## config.mk

```make
export PLATFORM = sky130hd
export DESIGN_NAME = amp_policy
export DESIGN_NICKNAME = d
export VERILOG_FILES = /design/src/design/amp_pkg.sv /design/src/design/amp_timer.sv /design/src/design/amp_sync.sv /design/src/design/amp_policy.sv
export VERILOG_INCLUDE_DIRS = /design/src /design/src/design
export SDC_FILE = /design/constraint.sdc
export NUM_CORES = 1
export LEC_CHECK = 0
export BUFFER_PORTS_ARGS = -buffer_cell sky130_fd_sc_hd__buf_2
export CAP_MARGIN = 10
export CORE_MARGIN = 10
export CORE_UTILIZATION = 35
export CTS_CLUSTER_DIAMETER = 80
export CTS_CLUSTER_SIZE = 25
export DETAILED_ROUTE_END_ITERATION = 8
export PLACE_DENSITY = 0.62
export SETUP_SLACK_MARGIN = 0.4
export SYNTH_ARGS = -nofsm -noshare
export SYNTH_HDL_FRONTEND = slang
export SYNTH_SLANG_ARGS = --single-unit
```

## constraint.sdc

```tcl
create_clock -name clk -period 4.04 [get_ports clk]
set_clock_uncertainty 0.1 [all_clocks]
set_input_delay 0.606 -clock clk [delete_from_list [all_inputs] [get_ports clk]]
set_output_delay 0.606 -clock clk [all_outputs]
set_load 0.02 [all_outputs]
```

## src/design/amp_defs.svh

```systemverilog
`ifndef AMP_DEFS_SVH
`define AMP_DEFS_SVH
// Entry timeout in microseconds (plain default) and its cycle count at 20 MHz
`define AMP_CLK_MHZ 20
`define AMP_ENTRY_TIMEOUT_US 1000000
`define AMP_ENTRY_TIMEOUT_CYC (`AMP_ENTRY_TIMEOUT_US * `AMP_CLK_MHZ)
// Safe state dwell in nanoseconds (plain default) and its cycle count
`define AMP_SAFE_NS 1000
`define AMP_SAFE_CYC ((`AMP_SAFE_NS + 49) / 50)
// Command codes on the message channel
`define AMP_CMD_W 4
`define AMP_CMD_NONE 4'h0
`define AMP_CMD_DISC_ID 4'h1
`define AMP_CMD_DISC_SVID 4'h2
`define AMP_CMD_DISC_MODES 4'h3
`define AMP_CMD_ENTER 4'h4
`define AMP_CMD_EXIT 4'h5
`define AMP_CMD_DR_SWAP 4'h6
`define AMP_CMD_POWER_OK 4'h7
// Answer codes
`define AMP_ANS_ACK 2'h1
`define AMP_ANS_NAK 2'h2
`define AMP_ANS_ACCEPT 2'h3
`define AMP_ANS_REJECT 2'h0
// Packet targets
`define AMP_SOP 2'h0
`define AMP_SOP_PRIME 2'h1
`endif

```

## src/design/amp_pkg.sv

```systemverilog
package amp_pkg;
  typedef enum logic [2:0] {
    amp_idle, amp_power, amp_ident, amp_svid, amp_modes, amp_safe_in, amp_active, amp_safe_out
  } amp_state_type;
  typedef enum logic [1:0] {amp_dr_reject, amp_dr_accept, amp_dr_hard_reset} amp_dr_type;
endpackage

```

## src/design/amp_timer.sv

```systemverilog
`timescale 1ns/100ps
module amp_timer #(
  parameter int WIDTH = 32
) (
  input wire logic clk,
  input wire logic reset,
  input wire logic run,
  input wire logic [WIDTH-1:0] limit,
  output logic expired
);
  logic [WIDTH-1:0] count;
  always_ff @(posedge clk) begin
    if (reset || !run) begin
      count <= '0;
      expired <= 1'b0;
    end else if (count >= limit) begin
      expired <= 1'b1;
    end else begin
      count <= count + 1'b1;
    end
  end
endmodule

```

## src/design/amp_sync.sv

```systemverilog
`timescale 1ns/100ps
module amp_sync #(
  parameter int WIDTH = 4
) (
  input wire logic clk,
  input wire logic reset,
  input wire logic [WIDTH-1:0] pin,
  output logic [WIDTH-1:0] level
);
  logic [WIDTH-1:0] s1, s2, s3;
  // Change counts once second and third stages agree
  always_ff @(posedge clk) begin
    if (reset) begin
      s1 <= '0;
      s2 <= '0;
      s3 <= '0;
      level <= '0;
    end else begin
      s1 <= pin;
      s2 <= s1;
      s3 <= s2;
      for (int i = 0; i < WIDTH; i++) begin
        if (s2[i] == s3[i]) begin
          level[i] <= s3[i];
        end
      end
    end
  end
endmodule

```

## src/design/amp_policy.sv

```systemverilog
`timescale 1ns/100ps
`include "amp_defs.svh"
// Functional notes
// - Explicit power contract before mode entry
// - Discovery order identity, SVIDs, modes, acknowledged
// - Billboard exposed after entry timeout expires
// - Enter Mode acknowledged, alternate signaling enabled
// - Mode held until exit, detach, reset, VBUS
// - Billboard may stay exposed after entry
// - Self-powered upstream prefers UFP, accepts swap
// - Bus-powered upstream stays UFP, rejects swaps
// - Downstream: self-powered dual-role, bus-powered sink
// - No host: prefer UFP, swap toward UFP
// - No host: accept swap to DFP, mark host-facing
// - Host present: remaining ports try source, DFP
// - Swap during active mode causes hard reset
// - No mode: initiate swap to DFP, reconnect
// - No mode: accept partner swap to DFP
// - Host detach: reconnect, resume no-host behaviour
// - Captive cable answers SOP and SOP prime
// - Safe state passed before entry and exit
module amp_policy #(
  parameter int unsigned ENTRY_TIMEOUT_CYC = `AMP_ENTRY_TIMEOUT_CYC,
  parameter logic [15:0] SUPPORTED_SVID = 16'h1234, // Arbitrary value
  parameter logic [2:0] SUPPORTED_MODE = 3'h1
) (
  input wire logic clk,
  input wire logic reset,
  input wire logic [3:0] pin_in,
  input wire logic self_powered,
  input wire logic upstream_port,
  input wire logic flexible_role,
  input wire logic captive_cable,
  input wire logic host_present,
  input wire logic is_dfp,
  input wire logic msg_valid,
  input wire logic [3:0] msg_cmd,
  input wire logic [1:0] msg_target,
  input wire logic [15:0] msg_svid,
  input wire logic [2:0] msg_mode,
  output logic ans_valid,
  output logic [1:0] ans_code,
  output logic [3:0] ans_cmd,
  output logic [15:0] ans_data,
  output logic req_dr_swap,
  output logic req_hard_reset,
  output logic req_reconnect,
  output logic try_snk,
  output logic try_src,
  output logic sink_only,
  output logic drp_enable,
  output logic host_facing,
  output logic alt_active,
  output logic safe_state,
  output logic billboard
);
  localparam int SAFE_CYC = `AMP_SAFE_CYC;
  localparam int SAFE_W = $clog2(SAFE_CYC + 1);
  // Elaboration refuses counts the counters cannot serve
  if (ENTRY_TIMEOUT_CYC < 1) begin
    $error("ENTRY_TIMEOUT_CYC must be at least one");
  end
  if (SAFE_CYC < 1) begin
    $error("safe state dwell must be at least one cycle");
  end

  // Pins: attached, vbus present, hard reset seen, explicit contract
  logic [3:0] pins;
  amp_sync #(.WIDTH(4)) u_sync (
    .clk(clk),
    .reset(reset),
    .pin(pin_in),
    .level(pins)
  );
  logic attached, vbus_ok, hard_reset_seen, contract_ok;
  assign attached = pins[0];
  assign vbus_ok = pins[1];
  assign hard_reset_seen = pins[2];
  assign contract_ok = pins[3];

  amp_pkg::amp_state_type state;
  logic entry_expired, safe_done, host_seen, target_ok;
  logic [SAFE_W-1:0] safe_cnt;
  logic exit_cond;

  // Hardware loss of link wins over any message
  assign exit_cond = !attached || !vbus_ok || hard_reset_seen;

  function automatic logic target_served(input logic [1:0] tgt, input logic captive);
    target_served = (tgt == `AMP_SOP) || (captive && tgt == `AMP_SOP_PRIME);
  endfunction
  assign target_ok = target_served(msg_target, captive_cable);

  // One decode for every accepted command
  function automatic logic cmd_hit(input logic valid, input logic ok, input logic [3:0] cmd,
                                   input logic [3:0] want);
    cmd_hit = valid && ok && (cmd == want);
  endfunction

  amp_timer #(.WIDTH(32)) u_entry (
    .clk(clk),
    .reset(reset),
    .run(attached && !alt_active),
    .limit(32'(ENTRY_TIMEOUT_CYC)),
    .expired(entry_expired)
  );

  // Mode sequencing
  always_ff @(posedge clk) begin
    if (reset) begin
      state <= amp_pkg::amp_idle;
      safe_cnt <= '0;
    end else if (exit_cond && state != amp_pkg::amp_safe_out) begin
      state <= (state == amp_pkg::amp_active) ? amp_pkg::amp_safe_out : amp_pkg::amp_idle;
      safe_cnt <= '0;
    end else begin
      case (state)
        amp_pkg::amp_idle: begin
          if (attached) begin
            state <= amp_pkg::amp_power;
          end
        end
        amp_pkg::amp_power: begin
          if (contract_ok) begin
            state <= amp_pkg::amp_ident;
          end
        end
        amp_pkg::amp_ident: begin
          if (cmd_hit(msg_valid, target_ok, msg_cmd, `AMP_CMD_DISC_ID)) begin
            state <= amp_pkg::amp_svid;
          end
        end
        amp_pkg::amp_svid: begin
          if (cmd_hit(msg_valid, target_ok, msg_cmd, `AMP_CMD_DISC_SVID)) begin
            state <= amp_pkg::amp_modes;
          end
        end
        amp_pkg::amp_modes: begin
          if (cmd_hit(msg_valid, target_ok, msg_cmd, `AMP_CMD_ENTER) &&
              msg_svid == SUPPORTED_SVID && msg_mode == SUPPORTED_MODE) begin
            state <= amp_pkg::amp_safe_in;
          end
        end
        amp_pkg::amp_safe_in: begin
          if (safe_done) begin
            state <= amp_pkg::amp_active;
          end
        end
        amp_pkg::amp_active: begin
          if (cmd_hit(msg_valid, target_ok, msg_cmd, `AMP_CMD_EXIT)) begin
            state <= amp_pkg::amp_safe_out;
          end
        end
        amp_pkg::amp_safe_out: begin
          if (safe_done) begin
            state <= attached ? amp_pkg::amp_modes : amp_pkg::amp_idle;
          end
        end
        default: state <= amp_pkg::amp_idle;
      endcase
      safe_cnt <= (state == amp_pkg::amp_safe_in || state == amp_pkg::amp_safe_out) ?
                  safe_cnt + 1'b1 : '0;
    end
  end
  assign safe_done = (safe_cnt >= SAFE_W'(SAFE_CYC - 1));

  // Lanes held in safe state across entry and exit
  always_ff @(posedge clk) begin
    if (reset) begin
      safe_state <= 1'b1;
    end else begin
      safe_state <= (state != amp_pkg::amp_active) || exit_cond;
    end
  end

  // Loss of link drops the flag in the same cycle as the lanes
  always_ff @(posedge clk) begin
    if (reset) begin
      alt_active <= 1'b0;
    end else begin
      alt_active <= (state == amp_pkg::amp_active) && !exit_cond;
    end
  end

  // Billboard stays up once exposed; optional after entry
  always_ff @(posedge clk) begin
    if (reset || !attached) begin
      billboard <= 1'b0;
    end else if (entry_expired) begin
      billboard <= 1'b1;
    end else if (alt_active) begin
      billboard <= billboard;
    end
  end

  // Message answers
  logic ans_ok;
  logic [3:0] cmd_r;
  always_comb begin
    ans_ok = 1'b0;
    if (msg_cmd == `AMP_CMD_DISC_ID) begin
      ans_ok = state != amp_pkg::amp_idle && state != amp_pkg::amp_power;
    end else if (msg_cmd == `AMP_CMD_DISC_SVID || msg_cmd == `AMP_CMD_DISC_MODES) begin
      ans_ok = state == amp_pkg::amp_svid || state == amp_pkg::amp_modes ||
               state == amp_pkg::amp_active;
    end else if (msg_cmd == `AMP_CMD_ENTER) begin
      ans_ok = state == amp_pkg::amp_modes && msg_svid == SUPPORTED_SVID &&
               msg_mode == SUPPORTED_MODE && !exit_cond;
    end else if (msg_cmd == `AMP_CMD_EXIT) begin
      ans_ok = state == amp_pkg::amp_active;
    end
  end

  // Swap policy decision
  amp_pkg::amp_dr_type dr_resp;
  always_comb begin
    dr_resp = amp_pkg::amp_dr_reject;
    if (flexible_role && host_seen && !upstream_port) begin
      dr_resp = alt_active ? amp_pkg::amp_dr_hard_reset :
                (is_dfp ? amp_pkg::amp_dr_reject : amp_pkg::amp_dr_accept);
    end else if (flexible_role) begin
      dr_resp = amp_pkg::amp_dr_accept;
    end else if (upstream_port && !self_powered) begin
      dr_resp = amp_pkg::amp_dr_reject;
    end else if (upstream_port && is_dfp) begin
      dr_resp = amp_pkg::amp_dr_accept;
    end else if (!upstream_port && self_powered) begin
      dr_resp = amp_pkg::amp_dr_accept;
    end
  end

  always_ff @(posedge clk) begin
    if (reset) begin
      ans_valid <= 1'b0;
      ans_code <= `AMP_ANS_REJECT;
      ans_cmd <= `AMP_CMD_NONE;
      ans_data <= 16'h0000;
      req_hard_reset <= 1'b0;
      cmd_r <= `AMP_CMD_NONE;
    end else begin
      ans_valid <= 1'b0;
      req_hard_reset <= 1'b0;
      cmd_r <= msg_valid ? msg_cmd : `AMP_CMD_NONE;
      if (msg_valid && target_ok) begin
        ans_valid <= 1'b1;
        ans_cmd <= msg_cmd;
        ans_data <= (msg_cmd == `AMP_CMD_DISC_MODES) ? 16'(SUPPORTED_MODE) : SUPPORTED_SVID;
        if (msg_cmd == `AMP_CMD_DR_SWAP) begin
          if (dr_resp == amp_pkg::amp_dr_hard_reset) begin
            ans_valid <= 1'b0;
            req_hard_reset <= 1'b1;
          end else begin
            ans_code <= (dr_resp == amp_pkg::amp_dr_accept) ? `AMP_ANS_ACCEPT :
                        `AMP_ANS_REJECT;
          end
        end else begin
          ans_code <= ans_ok ? `AMP_ANS_ACK : `AMP_ANS_NAK;
        end
      end
    end
  end

  // Host tracking; detach forces a reconnect on a downstream port only
  logic attached_d;
  always_ff @(posedge clk) begin
    if (reset) begin
      host_seen <= 1'b0;
    end else begin
      host_seen <= host_present;
    end
  end

  // One pulse on the cycle the host goes away
  always_ff @(posedge clk) begin
    if (reset) begin
      req_reconnect <= 1'b0;
    end else begin
      req_reconnect <= host_seen && !host_present && !upstream_port;
    end
  end

  always_ff @(posedge clk) begin
    if (reset) begin
      host_facing <= 1'b0;
    end else begin
      host_facing <= flexible_role && !host_present && attached && !is_dfp;
    end
  end

  always_ff @(posedge clk) begin
    if (reset) begin
      attached_d <= 1'b0;
    end else begin
      attached_d <= attached;
    end
  end

  // Own swap requests, flexible role only: toward UFP with no host, toward DFP once a host is seen on a downstream port
  always_ff @(posedge clk) begin
    if (reset) begin
      req_dr_swap <= 1'b0;
    end else begin
      if (flexible_role && host_seen && !upstream_port) begin
        req_dr_swap <= attached && contract_ok && !alt_active && !is_dfp;
      end else if (flexible_role) begin
        req_dr_swap <= attached && contract_ok && is_dfp;
      end else begin
        req_dr_swap <= upstream_port && self_powered && attached && attached_d &&
                       contract_ok && is_dfp && 1'b0;
      end
    end
  end

  // Role preferences for the attach logic
  always_ff @(posedge clk) begin
    if (reset) begin
      try_snk <= 1'b0;
    end else begin
      try_snk <= upstream_port && self_powered && !flexible_role;
    end
  end

  always_ff @(posedge clk) begin
    if (reset) begin
      try_src <= 1'b0;
    end else begin
      try_src <= flexible_role;
    end
  end

  // Sink-only in reset so an unresolved port never sources
  always_ff @(posedge clk) begin
    if (reset) begin
      sink_only <= 1'b1;
    end else begin
      sink_only <= !self_powered && !flexible_role;
    end
  end

  always_ff @(posedge clk) begin
    if (reset) begin
      drp_enable <= 1'b0;
    end else begin
      drp_enable <= self_powered || flexible_role;
    end
  end
  logic unused_cmd;
  assign unused_cmd = ^cmd_r;
endmodule

```

==> impl_metrics.xml <==
<?xml version="1.0" encoding="UTF-8"?>
<metrics>
  <group name="clock_network">
    <metric name="cts_buf_count" unit="">9</metric>
    <metric name="cts_hold_buffers" unit="">0</metric>
    <metric name="cts_root_buffer" unit="">sky130_fd_sc_hd__clkbuf_8</metric>
    <metric name="cts.repair.resized" unit="">0</metric>
    <metric name="clock_insertion_delay_worst_skew" unit="ns">0.34</metric>
    <metric name="cts_tree" unit="">yes</metric>
    <metric name="cts_setup_buffers" unit="">0</metric>
    <metric name="cts_buffer_depth" unit="">2</metric>
    <metric name="clkTransAtPathRegs" unit="ns">0.08</metric>
    <metric name="htree_levels" unit="">3</metric>
    <metric name="cts.sink_count" unit="">78</metric>
  </group>
  <group name="critical_path">
    <metric name="timing.reg2reg.setup_slack" unit="ns">1.44</metric>
    <metric name="worstPathCellList" unit="">and2_4 -&gt; o31a_1 -&gt; o311ai_4 -&gt; nand3_2 -&gt; or4_1 -&gt; a21oi_1</metric>
    <metric name="criticalPathCategory" unit="">flop to flop</metric>
    <metric name="timing.rr.start" unit="">u_entry.count[13]</metric>
    <metric name="end_kind" unit="">flop</metric>
    <metric name="worstSetupEndpoint" unit="">u_entry.count[11]</metric>
    <metric name="critPathRequiredTime" unit="ns">4.20</metric>
    <metric name="reg2regPathDepth" unit="">6</metric>
    <metric name="cp_slowest_stage_delay" unit="ns">0.63</metric>
    <metric name="setup.worst_path.start" unit="">u_entry.count[13]</metric>
    <metric name="arrival" unit="ns">2.76</metric>
    <metric name="critical_path.reg2reg.endpoint" unit="">u_entry.count[11]</metric>
    <metric name="worst-path-max-fanout" unit="">25</metric>
    <metric name="critical_path.slowest_cell" unit="">sky130_fd_sc_hd__or4_1</metric>
    <metric name="timing.critical_path.from_type" unit="">flop</metric>
  </group>
  <group name="synth">
    <metric name="synthesis.area_per_instance" unit="um^2">8.58</metric>
    <metric name="synth-edff-count" unit="">0</metric>
    <metric name="netlist.top_cell.by_area" unit="">sky130_fd_sc_hd__dfxtp_1</metric>
    <metric name="synth.top_cell.area_share" unit="%">44.3</metric>
    <metric name="synth.yosys.seq_area_share" unit="%">44.3</metric>
    <metric name="total_standard_cell_area_after_synthesis" unit="um^2">3520</metric>
    <metric name="synth.top_cells.by_count" unit="">sky130_fd_sc_hd__dfxtp_1 (78), sky130_fd_sc_hd__nor2_1 (43), sky130_fd_sc_hd__nand2_1 (38), sky130_fd_sc_hd__a21oi_1 (28), sky130_fd_sc_hd__nor2b_1 (21)</metric>
    <metric name="synth_area_leaders" unit="">sky130_fd_sc_hd__dfxtp_1 (44%), sky130_fd_sc_hd__nor2_1 (4.6%), sky130_fd_sc_hd__nand2_1 (4.0%), sky130_fd_sc_hd__a21oi_1 (4.0%), sky130_fd_sc_hd__nor2b_1 (3.7%)</metric>
    <metric name="synthesis.instances" unit="">411</metric>
    <metric name="ys_async_sr_fraction" unit="%">0</metric>
    <metric name="synth_cell_type_count" unit="">55</metric>
    <metric name="yosysWarningCount" unit="">0</metric>
    <metric name="synth_top_flop_cell" unit="">sky130_fd_sc_hd__dfxtp_1</metric>
    <metric name="synth.most_common_cell" unit="">sky130_fd_sc_hd__dfxtp_1</metric>
    <metric name="postSynthRegisterBits" unit="">78</metric>
  </group>
  <group name="drt">
    <metric name="wire_per_inst" unit="um">13.3</metric>
    <metric name="met2_length" unit="um">3730</metric>
    <metric name="drt_pre_antenna_iters" unit="">4</metric>
    <metric name="avgViaCountPerCell" unit="">4.99</metric>
    <metric name="residual_drc_count" unit="">0</metric>
    <metric name="drtIter0Drc" unit="">257</metric>
    <metric name="routed_met1_length" unit="um">3700</metric>
    <metric name="routed.top_layer" unit="">met4</metric>
    <metric name="drtAntennaViolNets" unit="">0</metric>
    <metric name="routed_wirelength" unit="um">7960</metric>
    <metric name="routed-wl-met3" unit="um">383</metric>
    <metric name="dr_total_vias" unit="">2982</metric>
  </group>
  <group name="finish">
    <metric name="drive_above_1_share" unit="%">17.9</metric>
    <metric name="num-fill-cells" unit="">993</metric>
    <metric name="area.growth.synth_to_final" unit="%">14.7</metric>
    <metric name="final-seq-area" unit="um^2">1560</metric>
    <metric name="footprint_of_the_multi_input_gates" unit="um^2">1800</metric>
    <metric name="finish.net_count" unit="">501</metric>
    <metric name="antenna_cells" unit="">0</metric>
    <metric name="finalCoreUtilization" unit="%">41.4</metric>
  </group>
  <group name="pwr">
    <metric name="pwr-share-comb" unit="%">6.0</metric>
    <metric name="power.switching_fraction" unit="%">22.6</metric>
    <metric name="clockPowerShare" unit="%">39.2</metric>
    <metric name="leakagePower" unit="uW">0.00152</metric>
    <metric name="seq_power_share" unit="%">54.7</metric>
    <metric name="irDropWorstVdd" unit="mV">0.185</metric>
    <metric name="power.internal" unit="uW">1110</metric>
    <metric name="power.density_cell_area" unit="nW/um^2">355</metric>
    <metric name="p_switching" unit="uW">323</metric>
  </group>
  <group name="floorplanning">
    <metric name="initial_core_util" unit="%">36.1</metric>
    <metric name="ports_placed_on_the_boundary" unit="">72</metric>
    <metric name="die-height" unit="um">120</metric>
    <metric name="fp-row-count" unit="">36</metric>
    <metric name="chipWidth" unit="um">120</metric>
    <metric name="core" unit="um^2">9770</metric>
    <metric name="die-area" unit="um^2">14500</metric>
  </group>
  <group name="timing">
    <metric name="worst-slew-pin-transition" unit="ns">0.843</metric>
    <metric name="finalMaxSlewViolations" unit="">0</metric>
    <metric name="max_freq" unit="MHz">385</metric>
    <metric name="grt_setup_unrepaired" unit="">no</metric>
    <metric name="timing.final.setup_violations" unit="">0</metric>
    <metric name="tns" unit="ns">0</metric>
    <metric name="timing.final.crit_period" unit="ns">2.60</metric>
    <metric name="hold_viol" unit="">0</metric>
    <metric name="worst_slew_margin_rel" unit="%">43.8</metric>
    <metric name="min_period_over_period" unit="%">64.3</metric>
  </group>
  <group name="global_route">
    <metric name="number_of_global_route_vias_before_repair" unit="">2917</metric>
    <metric name="global_route_wire_length_before_repair" unit="um">13800</metric>
    <metric name="grt_overflow_total" unit="">0</metric>
    <metric name="grt.total_usage" unit="%">11.3</metric>
    <metric name="grt_max_degree" unit="">38</metric>
    <metric name="grt_antenna_before_repair" unit="">0</metric>
  </group>
  <group name="placed_design">
    <metric name="gp_congestion" unit="">0.839</metric>
    <metric name="place.port_buffers" unit="">61</metric>
    <metric name="dp.final_hpwl" unit="um">5900</metric>
  </group>
  <group name="hold_path">
    <metric name="hold_path.class" unit="">flop to flop</metric>
    <metric name="worst_hold_startpoint" unit="">u_sync.s1[3]</metric>
  </group>
  <group name="flow_run">
    <metric name="maxCapViolations" unit="">0</metric>
  </group>
  <group name="status">
    <metric name="status" unit="">finished, final reports clean</metric>
  </group>
</metrics>
cell families (layout without fill, tap and decap cells):
group / count (synthesis) / after routing / synth area share (%)
fa+ha+maj: 3 / 3 / 1.07
compound gates: 76 / 76 / 14.5
buf+inv: 39 / 83 / 5.72
other cells: 1 / 10 / 0.106
flops: 78 / 78 / 44.3
mux: 2 / 2 / 0.568
xor+xnor: 12 / 12 / 2.98
simple gates: 200 / 200 / 30.8
power groups by stage:
stage               Combinational (uW)  Sequential, uW  Clock [uW]
floorplan                         52.0             810           0
global placement                  85.5             803           0
detailed placement                86.8             803           0
CTS                               87.2             785         581
global route                      95.2             786         610
finish                            86.6             785         563
placed cells by master (no fill, tap or decap), types with 8 or more instances in the layout:
master                      n
sky130_fd_sc_hd__conb_1    10
sky130_fd_sc_hd__nor2_1    43
sky130_fd_sc_hd__nor2b_1   21
sky130_fd_sc_hd__nand2_1   38
sky130_fd_sc_hd__o21ai_1   11
sky130_fd_sc_hd__a21oi_1   28
sky130_fd_sc_hd__dfxtp_1   78
sky130_fd_sc_hd__clkbuf_8  10
sky130_fd_sc_hd__or3_1      9
sky130_fd_sc_hd__and2_1    12
sky130_fd_sc_hd__buf_2     61
sky130_fd_sc_hd__xnor2_1    8
sky130_fd_sc_hd__nand3_1   20
sky130_fd_sc_hd__nor3_1    14
worst max-delay path, delay by kind of cell, from the launching register on:
family	cells	cell delay, ns
flops	1	0.34
simple gates	3	1.26
compound gates	3	0.83
per-stage QoR:
| stage | worst slack [ns] | hold slack (ns) | cells | total power [uW] | cell area, um^2 |
|---|---|---|---|---|---|
| 2_1_floorplan | 1.72 | 0.314 | 420 | 862 | 3560 |
| 3_3_place_gp | 1.45 | 0.323 | 582 | 888 | 3850 |
| 3_5_place_dp | 1.41 | 0.323 | 582 | 889 | 3850 |
| 4_1_cts | 1.45 | 0.338 | 597 | 1450 | 4040 |
| 5_1_grt | 1.29 | 0.358 | 597 | 1490 | 4040 |
| 6_report | 1.44 | 0.340 | 597 | 1430 | 4040 |
worst min-delay path by stage:
stage                   endpoint  slack, ns  cells past startpoint
floorplan           u_sync.s2[0]       0.31                      1
finish              u_sync.s2[3]       0.34                      1
detailed placement  u_sync.s2[0]       0.32                      1
global placement    u_sync.s2[2]       0.32                      1
CTS                  host_facing       0.34                      2
global route        u_sync.s2[2]       0.36                      1
layout make-up:
type	count	share of cell area (%)
multi-input cells	303	44.4
flip-flops and latches	78	38.6
repair buffers	61	7.55
well taps	133	4.12
clock buffers	11	3.50
clock inverters	4	1.18
inverters	7	0.650
layer usage:
metal,vias up,global-route usage [%]
li1,1516,-
met1,1397,14.2
met2,56,18.0
met3,13,2.65
met4,0,5.13
met5,-,0
sequential cells by signal (all words and copies together), names as in the netlist, 2 cells and up:
register       cells
ans_cmd            4
ans_code           2
ans_data           2
safe_cnt           5
state              3
u_entry.count     32
u_sync.level       4
u_sync.s1          4
u_sync.s2          4
u_sync.s3          4
(Power assumes the default switching activity.)
